===== src/fasp_pkg.sv =====
// constants, register map and carrier types for the fifo serial port
// assumes a single 250 MHz clock and a simple strobe register port
// Notes on behaviour
// - overrun flag at bit 0, write clears only
// - overrun clears on reset or read-then-write-zero
// - overrun sets when full fifo receives another
// - receive disable leaves overrun flag unchanged
// - overrun keeps stored data, drops new ones
// - no storing while overrun flag is set
// - line status bits 15..1 read zero
// - sixteen-entry transmit and receive fifos
// - asynchronous only, resync on start bit
// - mode bit 6 selects 8 or 7 bits
// - bit 5 parity enable, bit 3 stops
// - eight formats, at most twelve bit periods
// - detect framing, parity, full, overrun, ready, break
// - report transmit and receive fifo counts
// - control bit 1 selects external clock
// - internal baud generator gives 16x clock
// - serial clock pin unused when internal
// - request-to-send output, clear-to-send input
// - data bits least significant first
// - start bit low, stop bits high
// - only first stop bit checked
package fasp_pkg;
  localparam int ADDR_W = 4;
  localparam logic [3:0] OFS_MODE    = 4'h0;
  localparam logic [3:0] OFS_CTRL    = 4'h1;
  localparam logic [3:0] OFS_BAUD    = 4'h2;
  localparam logic [3:0] OFS_TXDATA  = 4'h3;
  localparam logic [3:0] OFS_STATUS  = 4'h4;
  localparam logic [3:0] OFS_RXDATA  = 4'h5;
  localparam logic [3:0] OFS_COUNT   = 4'h6;
  localparam logic [3:0] OFS_LINE    = 4'h7;
  localparam int MODE_ODD_BIT   = 4;
  localparam int MODE_STOP_BIT  = 3;
  localparam int MODE_PAR_BIT   = 5;
  localparam int MODE_CHR_BIT   = 6;
  localparam int CTRL_CKSRC_BIT = 1;
  localparam int CTRL_RE_BIT    = 4;
  localparam int CTRL_TE_BIT    = 5;
  localparam int LINE_ORUN_BIT  = 0;
  localparam logic [15:0] MODE_RST = 16'h0000;
  localparam logic [15:0] CTRL_RST = 16'h0000;
  localparam logic [15:0] BAUD_RST = 16'h0000;
  localparam logic [15:0] LINE_RST = 16'h0000;
  localparam int OVERSAMPLE = 16;
  localparam logic [3:0] MID_TICK  = 4'h7;
  localparam logic [3:0] LAST_TICK = 4'hf;
  typedef struct packed {
    logic       chr7;
    logic       par_en;
    logic       par_odd;
    logic       stop2;
  } fasp_fmt_type;
  typedef struct packed {
    logic       ferr;
    logic       perr;
    logic       brk;
    logic [7:0] data;
  } fasp_rxword_type;
  typedef enum logic [3:0] {
    ST_IDLE  = 4'b0001,
    ST_START = 4'b0010,
    ST_BITS  = 4'b0100,
    ST_STOP  = 4'b1000
  } fasp_state_type;
endpackage : fasp_pkg


===== src/fasp_top.sv =====
// fifo serial port: transmitter, receiver, two fifos, register file
// assumes rx, cts and serial clock pins are asynchronous to clk
`timescale 1ns/1ps
module fasp_top #(
  parameter int DEPTH = 16
) (
  input  wire logic                       clk,
  input  wire logic                       resetn,
  input  wire logic [fasp_pkg::ADDR_W-1:0] reg_addr,
  input  wire logic [15:0]                reg_wdata,
  input  wire logic                       reg_wr,
  input  wire logic                       reg_rd,
  output logic      [15:0]                reg_rdata,
  input  wire logic                       rx_pin,
  output logic                            tx_pin,
  input  wire logic                       serial_clock_pin,
  output logic                            request_to_send_out_n,
  input  wire logic                       clear_to_send_in_n
);
  import fasp_pkg::*;
  localparam int CW = $clog2(DEPTH + 1);
  localparam int PW = $clog2(DEPTH);

  logic [15:0] mode_q, ctrl_q, baud_q;
  logic        overrun_flag_q, orun_seen_q;
  logic [15:0] rdata_q;
  fasp_fmt_type fmt;
  assign fmt = '{chr7: mode_q[MODE_CHR_BIT], par_en: mode_q[MODE_PAR_BIT],
                 par_odd: mode_q[MODE_ODD_BIT], stop2: mode_q[MODE_STOP_BIT]};

  function automatic logic wr_hit(input logic [3:0] a, input logic [3:0] o, input logic w);
    wr_hit = w && (a == o);
  endfunction : wr_hit

  // three-stage synchronisers, change accepted when stages 2 and 3 agree
  logic [2:0] rx_s, cts_s, sck_s;
  logic       rx_f, cts_f, sck_f;
  always_ff @(posedge clk or negedge resetn) begin
    if (!resetn) begin
      rx_s  <= 3'h7;
      cts_s <= 3'h7;
      sck_s <= 3'h0;
    end else begin
      rx_s  <= {rx_s[1:0], rx_pin};
      cts_s <= {cts_s[1:0], clear_to_send_in_n};
      sck_s <= {sck_s[1:0], serial_clock_pin};
    end
  end
  always_ff @(posedge clk or negedge resetn) begin
    if (!resetn) begin
      rx_f  <= 1'b1;
      cts_f <= 1'b1;
      sck_f <= 1'b0;
    end else begin
      if (rx_s[1] == rx_s[2]) rx_f <= rx_s[2];
      if (cts_s[1] == cts_s[2]) cts_f <= cts_s[2];
      if (sck_s[1] == sck_s[2]) sck_f <= sck_s[2];
    end
  end

  // 16x tick: internal divider or rising edge of external clock
  logic [15:0] bdiv_q;
  logic        sck_prev_q, tick;
  always_ff @(posedge clk or negedge resetn) begin
    if (!resetn) begin
      bdiv_q     <= 16'h0000;
      sck_prev_q <= 1'b0;
    end else begin
      sck_prev_q <= sck_f;
      if (bdiv_q >= baud_q) bdiv_q <= 16'h0000;
      else bdiv_q <= bdiv_q + 16'h0001;
    end
  end
  assign tick = ctrl_q[CTRL_CKSRC_BIT] ? (sck_f && !sck_prev_q)
                                       : (bdiv_q >= baud_q);

  // fifos: sixteen entries each
  logic [7:0]            tx_mem [DEPTH];
  fasp_rxword_type       rx_mem [DEPTH];
  logic [PW-1:0]         tx_wp, tx_rp, rx_wp, rx_rp;
  logic [CW-1:0]         tx_cnt, rx_cnt;
  logic                  tx_push, tx_pop, rx_push, rx_pop;
  fasp_rxword_type       rx_word;
  assign tx_push = wr_hit(reg_addr, OFS_TXDATA, reg_wr) && (tx_cnt != CW'(DEPTH));
  assign rx_pop  = reg_rd && (reg_addr == OFS_RXDATA) && (rx_cnt != '0);
  always_ff @(posedge clk or negedge resetn) begin
    if (!resetn) begin
      tx_wp  <= '0;
      tx_rp  <= '0;
      tx_cnt <= '0;
    end else begin
      if (tx_push) tx_wp <= tx_wp + 1'b1;
      if (tx_pop) tx_rp <= tx_rp + 1'b1;
      tx_cnt <= tx_cnt + CW'(tx_push) - CW'(tx_pop);
    end
  end
  always_ff @(posedge clk) begin
    if (tx_push) tx_mem[tx_wp] <= reg_wdata[7:0];
    if (rx_push) rx_mem[rx_wp] <= rx_word;
  end
  always_ff @(posedge clk or negedge resetn) begin
    if (!resetn) begin
      rx_wp  <= '0;
      rx_rp  <= '0;
      rx_cnt <= '0;
    end else begin
      if (rx_push) rx_wp <= rx_wp + 1'b1;
      if (rx_pop) rx_rp <= rx_rp + 1'b1;
      rx_cnt <= rx_cnt + CW'(rx_push) - CW'(rx_pop);
    end
  end

  // transmitter
  fasp_state_type tx_st;
  logic [3:0]  tx_sub;
  logic [3:0]  tx_nbit, tx_idx;
  logic [9:0]  tx_sh;
  logic        tx_q;
  logic [3:0]  data_len;
  assign data_len = fmt.chr7 ? 4'h7 : 4'h8;
  assign tx_pop = (tx_st == ST_IDLE) && ctrl_q[CTRL_TE_BIT] && (tx_cnt != '0) && !cts_f;
  always_ff @(posedge clk or negedge resetn) begin
    if (!resetn) begin
      tx_st   <= ST_IDLE;
      tx_sub  <= 4'h0;
      tx_idx  <= 4'h0;
      tx_nbit <= 4'h0;
      tx_sh   <= 10'h000;
      tx_q    <= 1'b1;
    end else if (!ctrl_q[CTRL_TE_BIT]) begin
      tx_st <= ST_IDLE;
      tx_q  <= 1'b1;
    end else begin
      case (tx_st)
        ST_IDLE: begin
          tx_q <= 1'b1;
          if (tx_pop) begin
            // data lsb first, then parity, then stop ones
            tx_sh   <= fmt.chr7 ? {2'b11, fmt.par_odd ^ (^tx_mem[tx_rp][6:0]), tx_mem[tx_rp][6:0]}
                                : {1'b1, fmt.par_odd ^ (^tx_mem[tx_rp]), tx_mem[tx_rp]};
            tx_nbit <= data_len + (fmt.par_en ? 4'h1 : 4'h0);
            tx_sub  <= 4'h0;
            tx_st   <= ST_START;
          end
        end
        ST_START: begin
          tx_q <= 1'b0;
          if (tick) begin
            tx_sub <= tx_sub + 4'h1;
            if (tx_sub == LAST_TICK) begin
              tx_idx <= 4'h0;
              tx_st  <= ST_BITS;
            end
          end
        end
        ST_BITS: begin
          tx_q <= tx_sh[tx_idx];
          if (tick) begin
            tx_sub <= tx_sub + 4'h1;
            if (tx_sub == LAST_TICK) begin
              tx_idx <= tx_idx + 4'h1;
              if (tx_idx == tx_nbit - 4'h1) begin
                tx_idx <= fmt.stop2 ? 4'h1 : 4'h0;
                tx_st  <= ST_STOP;
              end
            end
          end
        end
        ST_STOP: begin
          tx_q <= 1'b1;
          if (tick) begin
            tx_sub <= tx_sub + 4'h1;
            if (tx_sub == LAST_TICK) begin
              tx_idx <= tx_idx - 4'h1;
              if (tx_idx == 4'h0) tx_st <= ST_IDLE;
            end
          end
        end
        default: tx_st <= ST_IDLE;
      endcase
    end
  end
  assign tx_pin = tx_q;

  // receiver: resync on every start edge, sample mid-bit
  fasp_state_type rx_st;
  logic [3:0]  rx_sub, rx_idx, rx_nbit;
  logic [8:0]  rx_sh;
  logic        rx_done;
  logic        rx_par;
  logic        rx_ferr, rx_perr, rx_brk;
  logic        rx_en;
  assign rx_en = ctrl_q[CTRL_RE_BIT];
  always_ff @(posedge clk or negedge resetn) begin
    if (!resetn) begin
      rx_st   <= ST_IDLE;
      rx_sub  <= 4'h0;
      rx_idx  <= 4'h0;
      rx_nbit <= 4'h0;
      rx_sh   <= 9'h000;
      rx_done <= 1'b0;
      rx_ferr <= 1'b0;
    end else begin
      rx_done <= 1'b0;
      if (!rx_en) begin
        rx_st <= ST_IDLE;
      end else begin
        case (rx_st)
          ST_IDLE: begin
            if (!rx_f) begin
              rx_sub  <= 4'h0;
              rx_sh   <= 9'h000; // bits a short frame leaves unused must not mask a break
              rx_nbit <= data_len + (fmt.par_en ? 4'h1 : 4'h0);
              rx_st   <= ST_START;
            end
          end
          ST_START: begin
            if (tick) begin
              rx_sub <= rx_sub + 4'h1;
              if (rx_sub == MID_TICK && rx_f) rx_st <= ST_IDLE;
              if (rx_sub == LAST_TICK) begin
                rx_idx <= 4'h0;
                rx_st  <= ST_BITS;
              end
            end
          end
          ST_BITS: begin
            if (tick) begin
              rx_sub <= rx_sub + 4'h1;
              if (rx_sub == MID_TICK) rx_sh[rx_idx] <= rx_f;
              if (rx_sub == LAST_TICK) begin
                rx_idx <= rx_idx + 4'h1;
                if (rx_idx == rx_nbit - 4'h1) rx_st <= ST_STOP;
              end
            end
          end
          ST_STOP: begin
            // only the first stop bit is looked at; a second is just idle
            if (tick) begin
              rx_sub <= rx_sub + 4'h1;
              if (rx_sub == MID_TICK) begin
                rx_ferr <= !rx_f;
                rx_done <= 1'b1;
                rx_st   <= ST_IDLE;
              end
            end
          end
          default: rx_st <= ST_IDLE;
        endcase
      end
    end
  end
  assign rx_par  = fmt.chr7 ? rx_sh[7] : rx_sh[8];
  assign rx_perr = fmt.par_en &&
                   (rx_par != (fmt.par_odd ^ (fmt.chr7 ? ^rx_sh[6:0] : ^rx_sh[7:0])));
  assign rx_brk  = rx_ferr && (rx_sh == 9'h000);
  assign rx_word = '{ferr: rx_ferr, perr: rx_perr, brk: rx_brk,
                     data: fmt.chr7 ? {1'b0, rx_sh[6:0]} : rx_sh[7:0]};
  assign rx_push = rx_done && !overrun_flag_q && (rx_cnt != CW'(DEPTH));

  // sticky status from receiver events; set wins over clear
  logic ferr_q, perr_q, brk_q;
  logic st_clr;
  assign st_clr = wr_hit(reg_addr, OFS_STATUS, reg_wr);
  always_ff @(posedge clk or negedge resetn) begin
    if (!resetn) begin
      ferr_q <= 1'b0;
      perr_q <= 1'b0;
      brk_q  <= 1'b0;
    end else begin
      ferr_q <= (rx_done && rx_ferr) || (ferr_q && !(st_clr && !reg_wdata[0]));
      perr_q <= (rx_done && rx_perr) || (perr_q && !(st_clr && !reg_wdata[1]));
      brk_q  <= (rx_done && rx_brk) || (brk_q && !(st_clr && !reg_wdata[2]));
    end
  end

  // overrun: independent of receive enable, cleared only after seen as one
  logic orun_set, orun_clr;
  assign orun_set = rx_done && (rx_cnt == CW'(DEPTH));
  assign orun_clr = wr_hit(reg_addr, OFS_LINE, reg_wr) && !reg_wdata[LINE_ORUN_BIT] && orun_seen_q;
  always_ff @(posedge clk or negedge resetn) begin
    if (!resetn) begin
      overrun_flag_q <= LINE_RST[LINE_ORUN_BIT];
      orun_seen_q    <= 1'b0;
    end else begin
      if (orun_set) overrun_flag_q <= 1'b1;
      else if (orun_clr) overrun_flag_q <= 1'b0;
      if (orun_clr && !orun_set) orun_seen_q <= 1'b0;
      else if (reg_rd && reg_addr == OFS_LINE && overrun_flag_q) orun_seen_q <= 1'b1;
    end
  end

  // config registers
  always_ff @(posedge clk or negedge resetn) begin
    if (!resetn) begin
      mode_q <= MODE_RST;
      ctrl_q <= CTRL_RST;
      baud_q <= BAUD_RST;
    end else begin
      if (wr_hit(reg_addr, OFS_MODE, reg_wr)) mode_q <= reg_wdata;
      if (wr_hit(reg_addr, OFS_CTRL, reg_wr)) ctrl_q <= reg_wdata;
      if (wr_hit(reg_addr, OFS_BAUD, reg_wr)) baud_q <= reg_wdata;
    end
  end

  // read data stands only in the cycle after the strobe
  fasp_rxword_type rx_head;
  assign rx_head = rx_mem[rx_rp];
  always_ff @(posedge clk or negedge resetn) begin
    if (!resetn) begin
      rdata_q <= 16'h0000;
    end else if (!reg_rd) begin
      rdata_q <= 16'h0000;
    end else begin
      case (reg_addr)
        OFS_MODE:   rdata_q <= mode_q;
        OFS_CTRL:   rdata_q <= ctrl_q;
        OFS_BAUD:   rdata_q <= baud_q;
        OFS_STATUS: rdata_q <= {12'h000, rx_cnt != '0, brk_q, perr_q, ferr_q};
        OFS_RXDATA: rdata_q <= (rx_cnt != '0) ? {5'h00, rx_head.brk, rx_head.perr, rx_head.ferr, rx_head.data}
                                              : 16'h0000;
        OFS_COUNT:  rdata_q <= {3'h0, 5'(tx_cnt), 3'h0, 5'(rx_cnt)};
        OFS_LINE:   rdata_q <= {15'h0000, overrun_flag_q};
        default:    rdata_q <= 16'h0000;
      endcase
    end
  end
  assign reg_rdata = rdata_q;

  // rts low means room to receive; high when disabled or nearly full
  assign request_to_send_out_n = !rx_en || (rx_cnt >= CW'(DEPTH - 1));

  AST_ORUN_STICKY: assert property (@(posedge clk) disable iff (!resetn)
    overrun_flag_q && !(reg_wr && reg_addr == OFS_LINE) |=> overrun_flag_q)
    else $error("overrun flag dropped without write");
  AST_ORUN_SEEN: assert property (@(posedge clk) disable iff (!resetn)
    $fell(overrun_flag_q) |-> $past(orun_seen_q))
    else $error("overrun cleared before being read");
  AST_ORUN_SET: assert property (@(posedge clk) disable iff (!resetn)
    rx_done && rx_cnt == CW'(DEPTH) |=> overrun_flag_q)
    else $error("overrun not set on full fifo");
  AST_RE_KEEP: assert property (@(posedge clk) disable iff (!resetn)
    $fell(rx_en) && !orun_clr |=> overrun_flag_q == $past(overrun_flag_q))
    else $error("receive disable changed overrun");
  AST_NO_PUSH: assert property (@(posedge clk) disable iff (!resetn)
    overrun_flag_q |-> !rx_push)
    else $error("stored while overrun set");
  AST_KEEP_CNT: assert property (@(posedge clk) disable iff (!resetn)
    overrun_flag_q && !rx_pop |=> rx_cnt == $past(rx_cnt))
    else $error("fifo changed during overrun");
  AST_CNT_MAX: assert property (@(posedge clk) disable iff (!resetn)
    tx_cnt <= CW'(DEPTH) && rx_cnt <= CW'(DEPTH))
    else $error("fifo count above depth");
  AST_LINE_RD: assert property (@(posedge clk) disable iff (!resetn)
    reg_rd && reg_addr == OFS_LINE |=> reg_rdata[15:1] == 15'h0000 && reg_rdata[0] == $past(overrun_flag_q))
    else $error("line status read wrong");
  AST_START_LOW: assert property (@(posedge clk) disable iff (!resetn)
    tx_st == ST_START ##1 tx_st == ST_START |-> !tx_pin)
    else $error("start bit not low");
  AST_EXT_CLK: assert property (@(posedge clk) disable iff (!resetn)
    !ctrl_q[CTRL_CKSRC_BIT] && $changed(sck_f) |-> tick == (bdiv_q >= baud_q))
    else $error("serial clock pin used while internal");
endmodule : fasp_top


===== config.mk =====
export PLATFORM = sky130hd
export DESIGN_NAME = fasp_top
export DESIGN_NICKNAME = d
export VERILOG_FILES = /design/src/fasp_pkg.sv /design/src/fasp_top.sv
export SDC_FILE = /design/constraint.sdc
export NUM_CORES = 1
export LEC_CHECK = 0
export BUFFER_PORTS_ARGS = -buffer_cell sky130_fd_sc_hd__buf_2
export CORE_UTILIZATION = 51
export CTS_CLUSTER_DIAMETER = 200
export CTS_CLUSTER_SIZE = 12
export DETAILED_ROUTE_END_ITERATION = 12
export GPL_ROUTABILITY_DRIVEN = 0
export PLACE_DENSITY = 0.7
export SYNTH_ARGS = -nofsm -noshare
export SYNTH_HDL_FRONTEND = slang
export SYNTH_SLANG_ARGS = --single-unit
export TNS_END_PERCENT = 10

===== constraint.sdc =====
create_clock -name clk -period 5.41 [get_ports clk]
set_clock_uncertainty 0.2 [all_clocks]
set_input_delay 1.082 -clock clk [delete_from_list [all_inputs] [get_ports clk]]
set_output_delay 1.082 -clock clk [all_outputs]
set_load 0.05 [all_outputs]

==> impl_metrics.tcl, run 1 <==
set metrics [dict create \
    status "complete, no violations" \
    hp-class "reg2reg" \
    slew_viol_final 0 \
    synth_ff_type "edfxtp_1" \
    rows 73 \
    grt_pass1_wl_microns 71300 \
    nNetsFinal 1505 \
    clockBufferDepth 3 \
    critPathKind "in2reg" \
    drive_gt1_share_pct 18.8 \
    period_share_pct 69.3 \
    placed_cells 1894 \
    io_pins 45 \
    clk_latency_ns 0.60 \
    dieArea_sq_um 41800 \
    hold_viol_final 0 \
    power_leakage_uw 0.00813 \
    worst_slew_pin_slew_ns 1.25 \
    yosys.area.top_type "edfxtp_1" \
    drt_iter0_drc 1053 \
    core-area_sq_um 40100 \
    yosys_warnings 0 \
    h-tree-depth 2 \
    ctsResizeCount 0 \
    cts_buffers 45 \
    rsz0062_at_grt "false" \
    routedWlPerCell_microns 23.2 \
    synth_area_sq_um 20900 \
    maxCapViolCount 0 \
    root_buffer "clkbuf_16" \
    ys_seq_area_share_pct 64.8 \
    synth_cell_types 66 \
    arrival_ns 4.02 \
    cp_top_family "simple AND/OR/NAND/NOR gates" \
    antenna_cells_inserted 0 \
    tns_ns 0 \
    async_reset_ff_share_pct 36.7 \
    synth-edff-count 304 \
    syn_inst 1361 \
    cts_tree "done" \
    drtPass1Iterations 6 \
    area_growth_pct 9.94 \
    port_buffers 44 \
    synth.avg_cell_area_sq_um 15.4 \
    fmax_mhz 267 \
    start_kind "input port" \
    finalSetupViolCount 0 \
    drcViolationCount 0 \
    ir_drop_uv 272 \
    period_minus_slack_ns 3.75 \
    cts_post_setup_buffers_inserted 0 \
    max_stage_delay_ns 0.61 \
    synth.area.top_cells "edfxtp_1, dfrtp_1, mux4_2" \
    path_cells "buf_2, nand2b_1, a31o_2, nor2_1, and2_1, ha_1, inv_1, ha_1, inv_1, fa_1, inv_1, a21oi_1, nor2_1, nor2_1, xnor2_1" \
    antenna_found_initial 2 \
    clk_pin_slew_ns 0.06 \
    die_w_microns 204 \
    initial_core_util_pct 52.1 \
    powerDensity_nw_per_um2 431 \
    finalWirelength_microns 45900 \
    synth.top_cell.area_share_pct 43.7 \
    critPathCaptureType "flip-flop" \
    critPathMaxFanout 11 \
    slew_headroom_pct 16.3 \
    track_usage_pct 23.0 \
    hpwlAfterDp_microns 29700 \
    synth_nets 1450 \
    ant_nets 0 \
    vias_per_cell 5.95 \
    gr-total-overflow 0 \
    hold_buffers 0 \
    finalHoldWorstSlack_ns 0.150 \
    numClockSinks 480 \
    grt_pass1_vias 12000 \
    stdcell_count 1978 \
    worst-path-buf-inv 4 \
    die_y_microns 204 \
    grt_max_degree 125 \
    cp_data_required_time_ns 5.68 \
    vias 11800 \
    ys_ff_latch 480 \
    cpMaxStageDelayCell "nor2_1" \
]
[area by class of cell]
type | count | area, sq um
repair buffers | 67 | 414
well taps | 525 | 657
inverters | 68 | 255
fillers | 3087 | 17100
clock inverters | 3 | 66.3
flip-flops and latches | 480 | 13600
multi-input cells | 754 | 6780
clock buffers | 81 | 1260
[Yosys cell counts, types with 3 or more instances]
| cell type | n |
|---|---|
| a211oi_1 | 3 |
| a21o_1 | 14 |
| a21oi_1 | 32 |
| a221oi_1 | 3 |
| a222oi_1 | 8 |
| a22o_1 | 6 |
| a22oi_1 | 29 |
| a31oi_1 | 17 |
| and2_1 | 6 |
| and3_1 | 6 |
| buf_1 | 7 |
| buf_2 | 7 |
| buf_6 | 3 |
| clkbuf_1 | 33 |
| clkbuf_8 | 5 |
| dfrtp_1 | 165 |
| dfstp_2 | 11 |
| edfxtp_1 | 304 |
| ha_1 | 60 |
| inv_1 | 66 |
| maj3_1 | 3 |
| mux2_2 | 61 |
| mux2i_1 | 13 |
| mux4_1 | 17 |
| mux4_2 | 70 |
| nand2_1 | 93 |
| nand2b_1 | 16 |
| nand3_1 | 22 |
| nand3b_1 | 7 |
| nand4_1 | 11 |
| nor2_1 | 80 |
| nor2b_1 | 7 |
| nor3_1 | 15 |
| nor3b_1 | 6 |
| nor4_1 | 5 |
| o211ai_1 | 8 |
| o21ai_0 | 37 |
| o21ai_1 | 5 |
| o31ai_1 | 4 |
| or3_1 | 4 |
| xnor2_1 | 40 |
| xor2_1 | 18 |
[worst register-to-register path: stages (launching register included)]
cell and delay, ns:
dfrtp_1 0.44, inv_1 0.10, ha_1 0.25, a31o_2 0.25, nor2_1 0.61, and2_1 0.37
ha_1 0.27, inv_1 0.06, ha_1 0.15, inv_1 0.06, fa_1 0.42, inv_1 0.07
a21oi_1 0.06, nor2_1 0.10, nor2_1 0.06, xnor2_1 0.11
[metal layers]
layer | global-route usage, % | share of wire [%]
met3 | 3.99 | 6.4
met5 | 0 | 0.028
met4 | 8.00 | 2.9
met1 | 32.3 | 43
met2 | 36.3 | 48
[placed cells by master (no fill, tap or decap), types with 5 or more instances in the layout]
| master | Yosys | routed |
|---|---|---|
| a21o_1 | 14 | 14 |
| a21oi_1 | 32 | 32 |
| a222oi_1 | 8 | 8 |
| a22o_1 | 6 | 6 |
| a22oi_1 | 29 | 29 |
| a31oi_1 | 17 | 17 |
| and2_1 | 6 | 6 |
| and3_1 | 6 | 6 |
| buf_2 | 7 | 43 |
| buf_4 | 2 | 22 |
| clkbuf_1 | 33 | 36 |
| clkbuf_16 | 0 | 45 |
| dfrtp_1 | 165 | 161 |
| dfstp_2 | 11 | 11 |
| edfxtp_1 | 304 | 304 |
| ha_1 | 60 | 60 |
| inv_1 | 66 | 66 |
| mux2_2 | 61 | 61 |
| mux2i_1 | 13 | 13 |
| mux4_1 | 17 | 17 |
| mux4_2 | 70 | 70 |
| nand2_1 | 93 | 93 |
| nand2b_1 | 16 | 16 |
| nand3_1 | 22 | 22 |
| nand3b_1 | 7 | 7 |
| nand4_1 | 11 | 11 |
| nor2_1 | 80 | 80 |
| nor2b_1 | 7 | 7 |
| nor3_1 | 15 | 13 |
| nor3b_1 | 6 | 6 |
| o211ai_1 | 8 | 8 |
| o21ai_0 | 37 | 37 |
| o21ai_1 | 5 | 5 |
| xnor2_1 | 40 | 40 |
| xor2_1 | 18 | 18 |
[cells by family after synthesis]
logic type      count (synthesis)  synth area share, %
compound gates                181                 5.76
xor+xnor                       59                 2.51
fa+ha+maj                      65                 3.93
buf+inv                       127                 2.86
flops                         480                 64.8
mux                           161                 13.6
simple gates                  288                 6.55
[power by group]
part,switching (uW),internal [uW]
registers,532,4180
logic,1100,1150
clock network,1350,1590
total,2990,6920
[stage by stage]
stage / power, uW / utilization, % / worst slack [ns] / cell area, sq um
3_5_place_dp: 7030 / 54.0 / 1.10 / 21700
4_1_cts: 9990 / 57.3 / 1.68 / 23000
6_report: 9910 / 57.3 / 1.66 / 23000
5_1_grt: 10400 / 57.3 / 1.43 / 23000
3_3_place_gp: 6960 / 54.0 / 1.19 / 21700
2_1_floorplan: 6460 / - / 1.63 / 20900
[flip-flops by register name, summed over array words and instances (netlist names), 4 cells and up]
| signal | flops |
|---|---|
| tx_mem | 128 |
| rx_cnt | 5 |
| rx_rp | 4 |
| rx_sub | 4 |
| rx_wp | 4 |
| rx_st | 4 |
| tx_wp | 4 |
| tx_sub | 4 |
| tx_st | 4 |
| reg_rdata | 16 |
| baud_q | 16 |
| tx_sh | 10 |
| rx_sh | 9 |
| mode_q | 16 |
| tx_idx | 4 |
| rx_idx | 4 |
| tx_rp | 4 |
| bdiv_q | 16 |
| rx_mem | 176 |
| tx_cnt | 5 |
| ctrl_q | 16 |
[path summary, 6_finish.rpt]
path | start | to | slack (ns) | cells after the start
min | sck_s[0]$_DFF_PN0_ | sck_s[1]$_DFF_PN0_ | 0.15 | 0
max reg2reg | rx_cnt[2]$_DFF_PN0_ | rx_cnt[4]$_DFF_PN0_ | 1.71 | 15
min reg2reg | sck_s[0]$_DFF_PN0_ | sck_s[1]$_DFF_PN0_ | 0.15 | 0
max | reg_addr[3] | rx_cnt[4]$_DFF_PN0_ | 1.66 | 15
max in group asynchronous | resetn | rx_idx[2]$_DFFE_PN0P_ | 3.70 | 2
min in group asynchronous | resetn | tx_rp[1]$_DFFE_PN0P_ | 0.25 | 1
No activity file was read; power rests on OpenSTA's default activity.
==> run 2, diff against run 1 <==
==> constraint.sdc (replaced) <==
create_clock -name clk -period 3.9 [get_ports clk]
set_clock_uncertainty 0.2 [all_clocks]
set_input_delay 0.78 -clock clk [delete_from_list [all_inputs] [get_ports clk]]
set_output_delay 0.78 -clock clk [all_outputs]
set_load 0.05 [all_outputs]
==> run 2 against run 1 <==
Compared with the run above:
- cell count grew 1.4%
- the run now ends with DRC left
- setup slack lost 1.1 ns
- core utilization grew 0.52 points
- flip-flop and latch count is the same
- global-route usage shrank 0.53 points
- critical path depth shrank 4
- count of clock-buffer cells in the layout is the same
- worst hold slack lost 0.034 ns
- clock power grew 36%
- via count grew 0.65%
==> impl_metrics.tcl, run 2 (same netlist as run 1, synthesis figures left out) <==
set metrics [dict create \
    status "finished, violations left" \
    violations "DRC" \
    grt_max_degree 97 \
    drive_gt1_share_pct 20.2 \
    rows 73 \
    power_uw 13700 \
    cpMaxStageDelayCell "nor4b_1" \
    antenna_cells_inserted 0 \
    nNetsFinal 1534 \
    regMostFlops "rx_mem" \
    slew_headroom_pct 32.5 \
    worst_slew_pin_slew_ns 1.01 \
    power_leakage_uw 0.00827 \
    period_share_pct 85.3 \
    cts_tree "done" \
    gr-total-overflow 0 \
    maxCapViolCount 0 \
    core-area_sq_um 40100 \
    h-tree-depth 2 \
    drtPass1Iterations 9 \
    cts_buffers 45 \
    period_minus_slack_ns 3.33 \
    hpwlAfterDp_microns 30000 \
    drt_iter0_drc 1044 \
    regArea_sq_um 13600 \
    ant_nets 0 \
    clk_latency_ns 0.57 \
    multi_input_area_sq_um 6780 \
    fin_ws_ns 0.573 \
    ctsResizeCount 0 \
    numClockSinks 480 \
    regToRegSetupSlack_ns 0.57 \
    path_cells "inv_1, ha_1, nand2b_1, a21oi_1, o21a_1, o21ai_0, a31oi_1, o21ai_1, nand2_1, nor4b_1, a22o_1" \
    max_stage_delay_ns 0.61 \
    dieArea_sq_um 41800 \
    cp_data_required_time_ns 4.21 \
    antenna_found_initial 0 \
    clk_pin_slew_ns 0.06 \
    clockBufferDepth 3 \
    vias 11800 \
    largest_reg_flops 176 \
    initial_core_util_pct 52.1 \
    tns_ns 0 \
    fmax_mhz 301 \
    arrival_ns 3.64 \
    grt_pass1_vias 12100 \
    root_buffer "clkbuf_16" \
    finalWirelength_microns 44900 \
    slew_viol_final 0 \
    critPathMaxFanout 10 \
    hp-class "in2reg" \
    finalHoldWorstSlack_ns 0.115 \
    critPathCaptureType "flip-flop" \
    routedWlPerCell_microns 22.4 \
    rsz0062_at_grt "false" \
    reg_top3 "rx_mem x176, tx_mem x128" \
    critPathKind "reg2reg" \
    hold_viol_final 0 \
    ir_drop_uv 403 \
    powerDensity_nw_per_um2 590 \
    finalSetupViolCount 0 \
    die_y_microns 204 \
    vias_per_cell 5.90 \
    die_w_microns 204 \
    start_kind "flip-flop" \
    dp_slack_ns 0.421 \
    fill_cells 3071 \
    port_buffers 44 \
    track_usage_pct 22.4 \
    final_common_cell "edfxtp_1" \
    mostFrequentLayoutCells "edfxtp_1, dfrtp_1, nand2_1, nor2_1, mux4_2" \
    area_growth_pct 10.9 \
    grt_pass1_wl_microns 70600 \
    drcViolationCount 1 \
    io_pins 45 \
]
-- run 2: changes by cell type in the layout (fill, tap and decap cells not counted), sizes merged --
cell / before / now
buf: 66 / 94
clkinv: 4 / 2
dlygate4sd3: 0 / 1
inv: 67 / 68
-- run 2: area by class of cell --
type / count / share of cell area [%]
clock buffers: 81 / 5.44
clock inverters: 2 / 0.0755
inverters: 68 / 1.10
multi-input cells: 754 / 29.2
flip-flops and latches: 480 / 58.4
well taps: 525 / 2.83
repair buffers: 96 / 2.90
-- run 2: per-layer routing --
metal / up-vias / routed length, microns / track usage [%]
li1: 5325 / - / -
met5: - / 0 / 0
met2: 356 / 21300 / 35.3
met4: 0 / 932 / 6.21
met1: 6091 / 19900 / 32.0
met3: 69 / 2710 / 4.30
-- run 2: through the flow --
stage          instances  util [%]  cell area (sq um)
4_1_cts             2006      57.8              23200
3_3_place_gp        1922      54.6              21900
2_1_floorplan       1361         -              20900
3_5_place_dp        1922      54.6              21900
6_report            2006      57.8              23200
5_1_grt             2006      57.8              23200
-- run 2: power breakdown --
part / total [uW] / internal [uW] / switching, uW
Clock: 3990 / 2180 / 1810
Sequential: 6350 / 5810 / 546
Combinational: 3350 / 1650 / 1700
-- run 2: final timing paths --
kind | start | to | depth (start not counted)
worst max register to register | bdiv_q[0]$_DFF_PN0_ | rx_sh[1]$_DFFE_PN0P_ | 11
worst min-delay path | clear_to_send_in_n | cts_s[0]$_DFF_PN1_ | 1
worst max-delay path | bdiv_q[0]$_DFF_PN0_ | rx_sh[1]$_DFFE_PN0P_ | 11
min in group asynchronous | resetn | tx_sh[1]$_DFFE_PN0P_ | 2
max in group asynchronous | resetn | rx_s[0]$_DFF_PN1_ | 3
worst min register to register | sck_s[0]$_DFF_PN0_ | sck_s[1]$_DFF_PN0_ | 0
-- run 2: critical path: cells and delay by family (launching register included) --
kind / cells / cell delay, ns
compound gates: 6 / 1.25
simple gates: 3 / 1.06
fa+ha+maj: 1 / 0.27
flops: 1 / 0.43
buf+inv: 1 / 0.07
-- run 2: repair_timing --
item,in CTS,in global routing
endpoints found under the hold margin,51,0
setup buffers,0,0
hold buffers,1,0
